<file path="config.mk">
export PLATFORM = sky130hd
export DESIGN_NAME = external_line_unit
export DESIGN_NICKNAME = d
export VERILOG_FILES = /design/src/line_unit_pkg.sv /design/src/line_edge_detect.sv /design/src/bus_word_slave.sv /design/src/external_line_unit.sv
export SDC_FILE = /design/constraint.sdc
export NUM_CORES = 1
export LEC_CHECK = 0
export BUFFER_PORTS_ARGS = -buffer_cell sky130_fd_sc_hd__clkbuf_2
export CORE_MARGIN = 1
export CORE_UTILIZATION = 40
export DETAILED_ROUTE_END_ITERATION = 10
export GPL_TIMING_DRIVEN = 0
export SKIP_CTS_REPAIR_TIMING = 1
export SYNTH_ARGS = -nofsm -noshare
export SYNTH_HDL_FRONTEND = slang
export SYNTH_SLANG_ARGS = --single-unit
export TNS_END_PERCENT = 30
</file>
<file path="constraint.sdc">
create_clock -name mclk -period 2.5 [get_ports mclk]
set_input_delay 0.5 -clock mclk [delete_from_list [all_inputs] [get_ports mclk]]
set_output_delay 0.5 -clock mclk [all_outputs]
set_load 0.05 [all_outputs]
</file>
<file path="src/line_unit_pkg.sv">
package line_unit_pkg;
  localparam int unsigned LINE_COUNT = 23;
  localparam int unsigned PIN_LINES = 16;
  localparam int unsigned INTERNAL_LINES = 7;
  localparam int unsigned ADDR_WIDTH = 6;
  localparam int unsigned DATA_WIDTH = 32;
  localparam int unsigned INDEX_WIDTH = 3;
  localparam int unsigned INDEX_LSB = 2;
  localparam int unsigned BE_WIDTH = 4;
  localparam int unsigned PORT_SEL_WIDTH = 2;
  localparam int unsigned LINES_PER_SEL_REG = 8;

  typedef logic [LINE_COUNT-1:0] line_vec_t;
  typedef logic [PIN_LINES-1:0] pin_vec_t;
  typedef logic [INTERNAL_LINES-1:0] wake_vec_t;
  typedef logic [ADDR_WIDTH-1:0] addr_t;
  typedef logic [DATA_WIDTH-1:0] word_t;
  typedef logic [INDEX_WIDTH-1:0] index_t;
  typedef logic [BE_WIDTH-1:0] be_t;
  typedef logic [PORT_SEL_WIDTH-1:0] port_sel_t;

  // Byte offsets of the word registers
  localparam addr_t OFS_IRQ_ENABLE = 6'h00;
  localparam addr_t OFS_EVENT_ENABLE = 6'h04;
  localparam addr_t OFS_RISING_SELECT = 6'h08;
  localparam addr_t OFS_FALLING_SELECT = 6'h0C;
  localparam addr_t OFS_SOFT_TRIGGER = 6'h10;
  localparam addr_t OFS_PENDING = 6'h14;
  localparam addr_t OFS_PORT_SEL_LOW = 6'h18;
  localparam addr_t OFS_PORT_SEL_HIGH = 6'h1C;
  // Addresses at or above this read zero and ignore writes
  localparam addr_t MAP_SPAN = 6'h20;

  localparam index_t IDX_IRQ_ENABLE = index_t'(OFS_IRQ_ENABLE >> INDEX_LSB);
  localparam index_t IDX_EVENT_ENABLE = index_t'(OFS_EVENT_ENABLE >> INDEX_LSB);
  localparam index_t IDX_RISING_SELECT = index_t'(OFS_RISING_SELECT >> INDEX_LSB);
  localparam index_t IDX_FALLING_SELECT = index_t'(OFS_FALLING_SELECT >> INDEX_LSB);
  localparam index_t IDX_SOFT_TRIGGER = index_t'(OFS_SOFT_TRIGGER >> INDEX_LSB);
  localparam index_t IDX_PENDING = index_t'(OFS_PENDING >> INDEX_LSB);
  localparam index_t IDX_PORT_SEL_LOW = index_t'(OFS_PORT_SEL_LOW >> INDEX_LSB);
  localparam index_t IDX_PORT_SEL_HIGH = index_t'(OFS_PORT_SEL_HIGH >> INDEX_LSB);

  localparam line_vec_t LINE_RESET = 23'h000000;
  localparam word_t WORD_ZERO = 32'h00000000;
  localparam be_t FULL_WORD_BE = 4'hF;

  // Port codes for pin-sourced lines
  localparam port_sel_t PORT_A = 2'h0;
  localparam port_sel_t PORT_B = 2'h1;
  localparam port_sel_t PORT_C = 2'h2;
  localparam port_sel_t PORT_NONE = 2'h3;

  typedef struct packed {
    logic read;
    logic write;
    addr_t address;
    word_t writedata;
    be_t byteenable;
  } bus_req_t;

  typedef struct packed {
    logic wr;
    logic rd;
    logic mapped;
    index_t index;
    word_t wdata;
  } reg_access_t;

  typedef struct packed {
    pin_vec_t a;
    pin_vec_t b;
    pin_vec_t c;
  } pin_ports_t;

  typedef enum logic {BUS_IDLE, BUS_ANSWER} bus_state_t;
endpackage : line_unit_pkg

</file>
<file path="src/line_edge_detect.sv">
module line_edge_detect (
  input wire logic mclk,
  input wire logic reset_n,
  input wire line_unit_pkg::line_vec_t raw,
  output line_unit_pkg::line_vec_t rise,
  output line_unit_pkg::line_vec_t fall
);
  import line_unit_pkg::*;

  typedef struct packed {
    line_vec_t meta;
    line_vec_t sync;
    line_vec_t last;
  } edge_state_t;

  localparam edge_state_t EDGE_RESET = '{LINE_RESET, LINE_RESET, LINE_RESET};

  edge_state_t st;
  edge_state_t next_st;

  // Meta stage feeds only the sync stage
  always_comb begin
    next_st = st;
    next_st.meta = raw;
    next_st.sync = st.meta;
    next_st.last = st.sync;
  end

  always_ff @(posedge mclk) begin
    if (!reset_n) begin
      st <= EDGE_RESET;
    end else begin
      st <= next_st;
    end
  end

  assign rise = st.sync & ~st.last;
  assign fall = ~st.sync & st.last;
endmodule : line_edge_detect

</file>
<file path="src/bus_word_slave.sv">
module bus_word_slave (
  input wire logic mclk,
  input wire logic reset_n,
  input wire line_unit_pkg::bus_req_t req,
  input wire line_unit_pkg::word_t read_value,
  output logic waitrequest,
  output line_unit_pkg::word_t readdata,
  output line_unit_pkg::reg_access_t access
);
  import line_unit_pkg::*;

  typedef struct packed {
    bus_state_t phase;
    word_t readdata;
  } slave_state_t;

  localparam slave_state_t SLAVE_RESET = '{BUS_IDLE, WORD_ZERO};

  slave_state_t st;
  slave_state_t next_st;
  logic active;

  assign active = req.read || req.write;

  // One wait cycle, then the answer; write lands on the releasing edge
  always_comb begin
    next_st = st;
    access.wr = 1'b0;
    access.rd = 1'b0;
    access.mapped = req.address < MAP_SPAN;
    access.index = req.address[INDEX_LSB +: INDEX_WIDTH];
    access.wdata = req.writedata;
    unique case (st.phase)
      BUS_IDLE: begin
        if (active) begin
          next_st.phase = BUS_ANSWER;
          // A write must not disturb the last word read
          if (req.read) begin
            next_st.readdata = read_value;
          end
        end
      end
      BUS_ANSWER: begin
        next_st.phase = BUS_IDLE;
        // Partial words are ignored rather than merged
        access.wr = req.write && (req.byteenable == FULL_WORD_BE);
        access.rd = req.read;
      end
    endcase
  end

  always_ff @(posedge mclk) begin
    if (!reset_n) begin
      st <= SLAVE_RESET;
    end else begin
      st <= next_st;
    end
  end

  assign waitrequest = active && (st.phase != BUS_ANSWER);
  assign readdata = st.readdata;
endmodule : bus_word_slave

</file>
<file path="src/external_line_unit.sv">
// How it works
// - Twenty-three lines, each raising interrupt or event.
// - Source is a pin or seven internal wakes.
// - One port pin per pin line, never merged.
// - Rising, falling or both edges per line.
// - Rising select enables rising edge triggers.
// - Soft trigger bit fires the line directly.
// - Interrupt enable gates interrupt requests per line.
// - Event enable gates event pulses per line.
// - Pending bit readable, cleared by writing one.
// - Clearing pending also clears soft trigger bit.
// - Bits 31 to 23 always read zero.
// - Falling select enables falling edge triggers.
// - Soft trigger sets pending and emits event, each only where its enable is set.
module external_line_unit (
  input wire logic mclk,
  input wire logic reset_n,
  input wire line_unit_pkg::addr_t avs_address,
  input wire logic avs_read,
  input wire logic avs_write,
  input wire line_unit_pkg::word_t avs_writedata,
  input wire line_unit_pkg::be_t avs_byteenable,
  output line_unit_pkg::word_t avs_readdata,
  output logic avs_waitrequest,
  input wire line_unit_pkg::pin_vec_t port_a_pins,
  input wire line_unit_pkg::pin_vec_t port_b_pins,
  input wire line_unit_pkg::pin_vec_t port_c_pins,
  input wire line_unit_pkg::wake_vec_t internal_wake,
  output line_unit_pkg::line_vec_t irq_request,
  output logic irq_any,
  output line_unit_pkg::line_vec_t event_pulse
);
  import line_unit_pkg::*;

  typedef struct packed {
    line_vec_t irq_enable;
    line_vec_t event_enable;
    line_vec_t rising_select;
    line_vec_t falling_select;
    line_vec_t soft_trigger;
    line_vec_t pending;
    logic [PIN_LINES-1:0][PORT_SEL_WIDTH-1:0] port_sel;
    line_vec_t irq_request;
    logic irq_any;
    line_vec_t event_pulse;
  } unit_state_t;

  localparam unit_state_t UNIT_RESET = '0;

  unit_state_t st;
  unit_state_t next_st;
  bus_req_t req;
  reg_access_t access;
  word_t read_value;
  line_vec_t line_source;
  line_vec_t rise;
  line_vec_t fall;
  line_vec_t edge_trig;
  line_vec_t soft_fire;
  line_vec_t clear_mask;
  line_vec_t line_trig;
  pin_ports_t pins;

  // Only the one selected port reaches the line
  function automatic logic pick_pin(input port_sel_t sel, input logic a, input logic b,
                                    input logic c);
    logic bit_out;
    unique case (sel)
      PORT_A: bit_out = a;
      PORT_B: bit_out = b;
      PORT_C: bit_out = c;
      PORT_NONE: bit_out = 1'b0;
    endcase
    return bit_out;
  endfunction : pick_pin

  function automatic logic reg_write(input reg_access_t acc, input index_t idx);
    return acc.wr && acc.mapped && (acc.index == idx);
  endfunction : reg_write

  // Upper bits of a written word are dropped
  function automatic line_vec_t word_lines(input word_t w);
    return w[LINE_COUNT-1:0];
  endfunction : word_lines

  function automatic word_t pack_sel(input logic [PIN_LINES-1:0][PORT_SEL_WIDTH-1:0] sel,
                                     input int unsigned half);
    word_t w;
    w = WORD_ZERO;
    for (int j = 0; j < LINES_PER_SEL_REG; j++) begin
      w[j*PORT_SEL_WIDTH +: PORT_SEL_WIDTH] = sel[half*LINES_PER_SEL_REG + j];
    end
    return w;
  endfunction : pack_sel

  assign req = '{avs_read, avs_write, avs_address, avs_writedata, avs_byteenable};
  assign pins = '{port_a_pins, port_b_pins, port_c_pins};

  bus_word_slave u_slave (
    .mclk(mclk),
    .reset_n(reset_n),
    .req(req),
    .read_value(read_value),
    .waitrequest(avs_waitrequest),
    .readdata(avs_readdata),
    .access(access)
  );

  for (genvar i = 0; i < PIN_LINES; i++) begin : g_pin_line
    assign line_source[i] = pick_pin(st.port_sel[i], pins.a[i], pins.b[i], pins.c[i]);
  end

  assign line_source[LINE_COUNT-1:PIN_LINES] = internal_wake;

  line_edge_detect u_edge (
    .mclk(mclk),
    .reset_n(reset_n),
    .raw(line_source),
    .rise(rise),
    .fall(fall)
  );

  always_comb begin
    read_value = WORD_ZERO;
    if (access.mapped) begin
      unique case (access.index)
        IDX_IRQ_ENABLE: read_value = word_t'(st.irq_enable);
        IDX_EVENT_ENABLE: read_value = word_t'(st.event_enable);
        IDX_RISING_SELECT: read_value = word_t'(st.rising_select);
        IDX_FALLING_SELECT: read_value = word_t'(st.falling_select);
        IDX_SOFT_TRIGGER: read_value = word_t'(st.soft_trigger);
        IDX_PENDING: read_value = word_t'(st.pending);
        IDX_PORT_SEL_LOW: read_value = pack_sel(st.port_sel, 0);
        IDX_PORT_SEL_HIGH: read_value = pack_sel(st.port_sel, 1);
      endcase
    end
  end

  always_comb begin
    next_st = st;
    if (reg_write(access, IDX_IRQ_ENABLE)) begin
      next_st.irq_enable = word_lines(access.wdata);
    end
    if (reg_write(access, IDX_EVENT_ENABLE)) begin
      next_st.event_enable = word_lines(access.wdata);
    end
    if (reg_write(access, IDX_RISING_SELECT)) begin
      next_st.rising_select = word_lines(access.wdata);
    end
    if (reg_write(access, IDX_FALLING_SELECT)) begin
      next_st.falling_select = word_lines(access.wdata);
    end
    for (int j = 0; j < LINES_PER_SEL_REG; j++) begin
      if (reg_write(access, IDX_PORT_SEL_LOW)) begin
        next_st.port_sel[j] = access.wdata[j*PORT_SEL_WIDTH +: PORT_SEL_WIDTH];
      end
      if (reg_write(access, IDX_PORT_SEL_HIGH)) begin
        next_st.port_sel[LINES_PER_SEL_REG + j] =
          access.wdata[j*PORT_SEL_WIDTH +: PORT_SEL_WIDTH];
      end
    end

    edge_trig = (rise & st.rising_select) | (fall & st.falling_select);

    // a newly set soft bit fires once
    soft_fire = reg_write(access, IDX_SOFT_TRIGGER) ?
                (word_lines(access.wdata) & ~st.soft_trigger) : LINE_RESET;
    clear_mask = reg_write(access, IDX_PENDING) ? word_lines(access.wdata) : LINE_RESET;
    // edge or software trigger per line
    line_trig = edge_trig | soft_fire;

    next_st.soft_trigger = (reg_write(access, IDX_SOFT_TRIGGER) ?
                            word_lines(access.wdata) : st.soft_trigger) & ~clear_mask;
    next_st.pending = (st.pending & ~clear_mask) | (line_trig & st.irq_enable);

    next_st.event_pulse = line_trig & st.event_enable;
    next_st.irq_request = next_st.pending & next_st.irq_enable;
    next_st.irq_any = |next_st.irq_request;
  end

  always_ff @(posedge mclk) begin
    if (!reset_n) begin
      st <= UNIT_RESET;
    end else begin
      st <= next_st;
    end
  end

  assign irq_request = st.irq_request;
  assign irq_any = st.irq_any;
  assign event_pulse = st.event_pulse;
endmodule : external_line_unit

</file>
# Word level (Yosys, flattened, before mapping)
# Cells that the tools add are included.
# word_totals
inputBits,101
register_bits,319
out_inout_bits,80
wordCells,162
# op_classes
eq_ne,56
n_reduce_logical,31
muxes,26
order_cmp,1
bitwise,18
# ops
operator,count
32-bit one-hot mux with 8 select lines,1
23-bit bitwise AND,10
23-bit two-way mux,4
23-bit NOT,4
23-bit bitwise OR,3
2-bit equality test (second input constant),32
32-bit two-way mux,2
1-bit one-hot mux with 4 select lines,16
33-bit two-way mux,1
2-bit by 1-bit equality test with 1-bit output (second input constant),16
2-bit logical NOT,16
23-bit OR reduction,1
3-bit equality test (second input constant),4
1-bit logical AND,11
3-bit by 2-bit equality test with 1-bit output (second input constant),2
6-bit < comparator (second input constant),1
4-bit equality test (second input constant),1
3-bit by 1-bit equality test with 1-bit output (second input constant),1
3-bit logical NOT,1
3-bit AND reduction,1
2-bit two-way mux,1
1-bit one-hot mux with 2 select lines,1
1-bit logical OR,1
1-bit NOT,1

# Depth between registers and ports, before layout
# logic_depth
depth_word,11
ltp_mapped,10
ltp_nobuf,6

# By module
# From an unflattened synthesis, not the netlist that was laid out.
# hier_totals
hier_cells,1719
area_unflattened_um2,14855.5
# by_module_without_submodules
mod,instances,cells_each,seq_area_each_um2,area_per_inst_um2
external_line_unit,1,1312,4344.2,10829.1
line_edge_detect,1,191,1381.3,2148.3
bus_word_slave,1,216,660.6,1878.1

# Worst setup path after synthesis
# Ideal clock, no wire load.
# synth_path
path_kind,input to register
start,in avs_address[2]
end,reg st (netlist bit irq_any)
required_ns,2.361
cell_stages,9
n_path_buf,3
arrival_ns,1.974
path_slack_ns,0.387
setup_ns,0.139
path_cell_list,buf_6 -> nor3_1 -> nand3_2 -> buf_4 -> buf_6 -> a21oi_1 -> o32ai_1 -> nor4_1 -> a41oi_1
# synth_between
elab_chain_cells,9
word_cells_on_any_way,18
classes_between,1 x order compare; 2 x eq/ne; 3 x mux; 6 x bitwise; 6 x reduce/logical
# synth_lines
item,line,source
start: declaration,external_line_unit.sv:18,"input wire line_unit_pkg::addr_t avs_address,"
6-bit < comparator,bus_word_slave.sv:30,access.mapped = req.address < MAP_SPAN;
1-bit logical AND (2 in series),external_line_unit.sv:78,return acc.wr && acc.mapped && (acc.index == idx);
"23-bit two-way mux, on equally long branches","external_line_unit.sv:166, external_line_unit.sv:168",
23-bit bitwise OR / 23-bit NOT (equally long branches),"external_line_unit.sv:170, external_line_unit.sv:174",
23-bit bitwise AND,external_line_unit.sv:174,next_st.pending = (st.pending & ~clear_mask) | (line_trig & st.irq_enable);
23-bit bitwise OR,external_line_unit.sv:174,
23-bit bitwise AND *,external_line_unit.sv:177,next_st.irq_request = next_st.pending & next_st.irq_enable;
23-bit OR reduction *,external_line_unit.sv:178,next_st.irq_any = |next_st.irq_request;
end signal: assignment,external_line_unit.sv:185,st <= next_st;
end: declaration,external_line_unit.sv:50,unit_state_t st;
# Every way passes the cells marked *; elsewhere a longest branch is shown, timed or not.
# A chain may end at the register's enable or synchronous reset.

# Worst setup path in the final report
# layout_path
start,reg u_slave.st[32] (netlist name)
end,reg st (netlist bit irq_any)
# layout_between
elab_chain_cells,9
word_cells_on_any_way,15
classes_between,4 x mux; 6 x bitwise; 5 x reduce/logical
# layout_lines
item,line,source
start: declaration,bus_word_slave.sv:19,slave_state_t st;
start signal: assignment,bus_word_slave.sv:56,st <= next_st;
2-bit two-way mux *,bus_word_slave.sv:33,unique case (st.phase)
1-bit logical AND *,external_line_unit.sv:78,
1-bit logical AND,external_line_unit.sv:78,
"23-bit two-way mux, on equally long branches","external_line_unit.sv:166, external_line_unit.sv:168",
23-bit bitwise OR / 23-bit NOT (equally long branches),"external_line_unit.sv:170, external_line_unit.sv:174",
23-bit bitwise AND,external_line_unit.sv:174,
23-bit bitwise OR,external_line_unit.sv:174,
23-bit bitwise AND *,external_line_unit.sv:177,
23-bit OR reduction *,external_line_unit.sv:178,
# Marks and branches as above.

==> impl_metrics.py <==
metrics = {
    "outcome": {
        "status": "finished with violations",
        "violations": "negative setup slack",
    },
    "worst_setup_path": {
        "cp-end-kind": "flop",
        "rr_worst_depth": 8,
        "crit_fanout": 10,
        "timing.rr.end": "irq_any$_SDFF_PN0_",
        "critPathMaxStageDelay_ns": 0.46,
        "crit_path_frequent_cell": "buf_4",
        "r2r-start": "u_slave.st[32]$_SDFF_PP0_",
        "start_kind": "flop",
        "critical_path_class": "flop to flop",
        "crit_arrival_ns": 3.23,
        "path_cells": "and3b_1 > buf_4 > nand3_2 > buf_4 > mux2i_1 > o32ai_1 > nor4_1 > a41oi_1",
        "rrSetupSlack_ns": -0.38,
        "crit_required_ns": 2.85,
        "crit_path_top_delay_cell": "mux2i_1",
    },
    "cts": {
        "clk_latency_ns": 0.54,
        "cts_buffers": 36,
        "cts.reportedPaths.clkPinSlew_ns": 0.06,
        "clock-root-buffer": "clkbuf_16",
        "cts_tree": "yes",
        "htreeDepth": 2,
        "clk_path_buf_depth": 3,
        "cts.sinks": 310,
    },
    "die": {
        "dieArea_sq_um": 36000,
        "io-pin-count": 181,
        "die_w_um": 190,
        "initial_core_util_pct": 40.7,
        "die_h_um": 190,
        "core_sq_um": 34600,
        "rows": 68,
    },
    "logic_synthesis": {
        "synth.distinct_cells": 70,
        "synth_top_area_share_pct": 44.0,
        "synth_warnings": 0,
        "async_flop_share_pct": 0,
        "ys_seq_area_share_pct": 44.0,
        "synth_ff_type": "dfxtp_1",
        "synth_edf_count": 0,
        "ys_top_cells_by_area": "dfxtp_1, nand2_1, a21oi_1",
        "syn_inst": 1708,
        "synth_area_sq_um": 14100,
        "synth_top_area_cell": "dfxtp_1",
        "syn_area_per_cell_sq_um": 8.26,
        "synth-seq-cells": 310,
    },
    "drt": {
        "routed_wl_um": 58600,
        "via_count": 13400,
        "drc_errors": 0,
        "drt_iter0_markers": 1492,
        "drtAntennaViolNets": 0,
        "vias_per_cell": 5.64,
        "wl_per_cell_um": 24.6,
        "drtPass1Iterations": 6,
    },
    "hold_path": {
        "hp-start": "internal_wake[1]",
        "whs_endpoint": "u_edge.next_st[40]$_SDFF_PN0_",
        "min_delay_path_depth": 2,
        "hold_path.class": "input port to flop",
    },
    "placed_design": {
        "dp.cells": 2319,
        "place_area_sq_um": 15400,
        "hpwlAfterDp_um": 43600,
        "gp_congestion": 1.03,
        "portBuffers": 148,
    },
    "power_and_ir_drop": {
        "max-vdd-ir-drop_mv": 0.477,
        "p_leak_nw": 6.41,
        "p_per_area_nw_per_um2": 685,
        "total_power_mw": 11.5,
    },
    "sta": {
        "setup_viol_count_final": 20,
        "whs_ns": 0.178,
        "setup_slack_ns": -0.378,
        "slew_headroom_pct": 24.2,
        "fin_crit_sh_pct": 115,
        "fin_crit_ns": 2.88,
        "hold_viol": 0,
        "max_freq_ghz": 0.348,
        "tightest_slew_ns": 1.13,
        "finalClockSkew_ns": 0.0185,
        "finalMaxSlewViolations": 0,
        "rsz0062_at_grt": "yes",
    },
    "finish": {
        "nets": 2002,
        "areaGrowthSynthToFinish_pct": 18.9,
        "final_common_cell": "dfxtp_1",
        "n_fill_cell": 3409,
        "fin_area_sq_um": 16800,
        "drive_gt1_share_pct": 18.5,
        "final_cell_mix": "dfxtp_1, nand2_1, a21oi_1, clkbuf_2, nor2_1",
        "instances_no_fill": 2381,
        "n_antenna_cell": 0,
    },
    "global_routing": {
        "grt.overflow.total": 0,
        "grt_pass1_vias": 12400,
        "grt_pass1_wl_um": 83700,
        "grt_start_max_net_pins": 14,
        "antenna_found_initial": 0,
        "track_usage_pct": 32.3,
    },
    "job": {
        "maxCapViolations": 0,
    },
}
==> state kept, by name, summed over array words and instances, names as in the netlist <==
signal,flops
u_slave.readdata,23
irq_request,23
u_slave.st,1
st,170
event_pulse,23
u_edge.next_st,46
irq_any,1
u_edge.st,23
==> through the flow <==
step           utilization, %  setup slack [ns]  setup TNS [ns]
3_3_place_gp             44.6            -0.843          -65.93
4_1_cts                  48.3            -0.468          -13.85
3_5_place_dp             44.6            -0.834          -65.27
5_1_grt                  48.4            -0.330           -2.68
6_report                 48.4            -0.378           -1.13
2_1_floorplan               -             0.387               0
==> layout make-up <==
cell class | instances | area (sq um) | share of cell area (%)
inverters | 58 | 218 | 1.30
plain buffers | 206 | 1180 | 7.07
multi-input cells | 1141 | 6570 | 39.2
well taps | 455 | 569 | 3.40
clock buffers | 49 | 1010 | 6.03
clock inverters | 14 | 260 | 1.55
flip-flops and latches | 310 | 6210 | 37.0
repair buffers | 148 | 741 | 4.42
==> cell families after synthesis <==
kind of cell | Yosys count | share of synthesized area (%)
compound gates | 393 | 17.8
buf+inv | 265 | 9.82
flops | 310 | 44.0
mux | 77 | 5.64
other cells | 1 | 0.0266
simple gates | 662 | 22.7
==> critical path, delay by kind of cell, from the launching register on <==
kind,cells,cell delay [ns]
flip-flops,1,0.41
AND/OR/NAND/NOR,3,0.90
AO/OA/AOI/OAI,2,0.42
buffers and inverters,2,0.51
multiplexers,1,0.46
==> cell usage after synthesis, types with 7 or more instances <==
master and n:
and3_1 14, nor3_1 27, a221oi_1 14, a21oi_1 166
mux2_2 10, dfxtp_1 310, o221ai_1 11, nand2_1 285
clkbuf_1 95, nand4_1 11, mux2i_1 66, nand3_1 9
nand3b_1 41, o22ai_1 11, a22oi_1 38, a21boi_0 8
a211oi_1 15, o211ai_1 7, buf_2 15, o21ai_0 32
nand2b_1 11, nor2_1 130, a22o_1 8, buf_4 87
nor4_1 15, a41oi_1 11, nor2b_1 22, a31oi_1 29
and2_1 70, inv_1 56
==> report_power, final <==
group / internal (mW) / switching [mW] / leakage (nW)
logic: 0.188 / 0.562 / 3.28
registers: 4.99 / 0.0269 / 2.51
clock network: 3.56 / 2.15 / 0.622
total: 8.75 / 2.74 / 6.41
==> layer usage <==
layer / GRT usage [%] / routed length, um
met1: 43.3 / 24500
met3: 6.66 / 5470
met5: 0 / 63
met2: 49.7 / 25800
met4: 14.9 / 2860
==> worst max-delay path by stage <==
stage / start / endpoint / slack, ns / depth (start not counted)
detailed placement: avs_address[2] / st[137]$_SDFFE_PN0P_ / -0.83 / 8
global route: u_slave.st[32]$_SDFF_PP0_ / irq_any$_SDFF_PN0_ / -0.33 / 7
global placement: avs_address[2] / st[141]$_SDFFE_PN0P_ / -0.84 / 8
finish: u_slave.st[32]$_SDFF_PP0_ / irq_any$_SDFF_PN0_ / -0.38 / 8
floorplan: avs_address[2] / irq_any$_SDFF_PN0_ / 0.39 / 9
CTS: u_slave.st[32]$_SDFF_PP0_ / irq_any$_SDFF_PN0_ / -0.47 / 8
No activity file was read; power rests on OpenSTA's default activity.
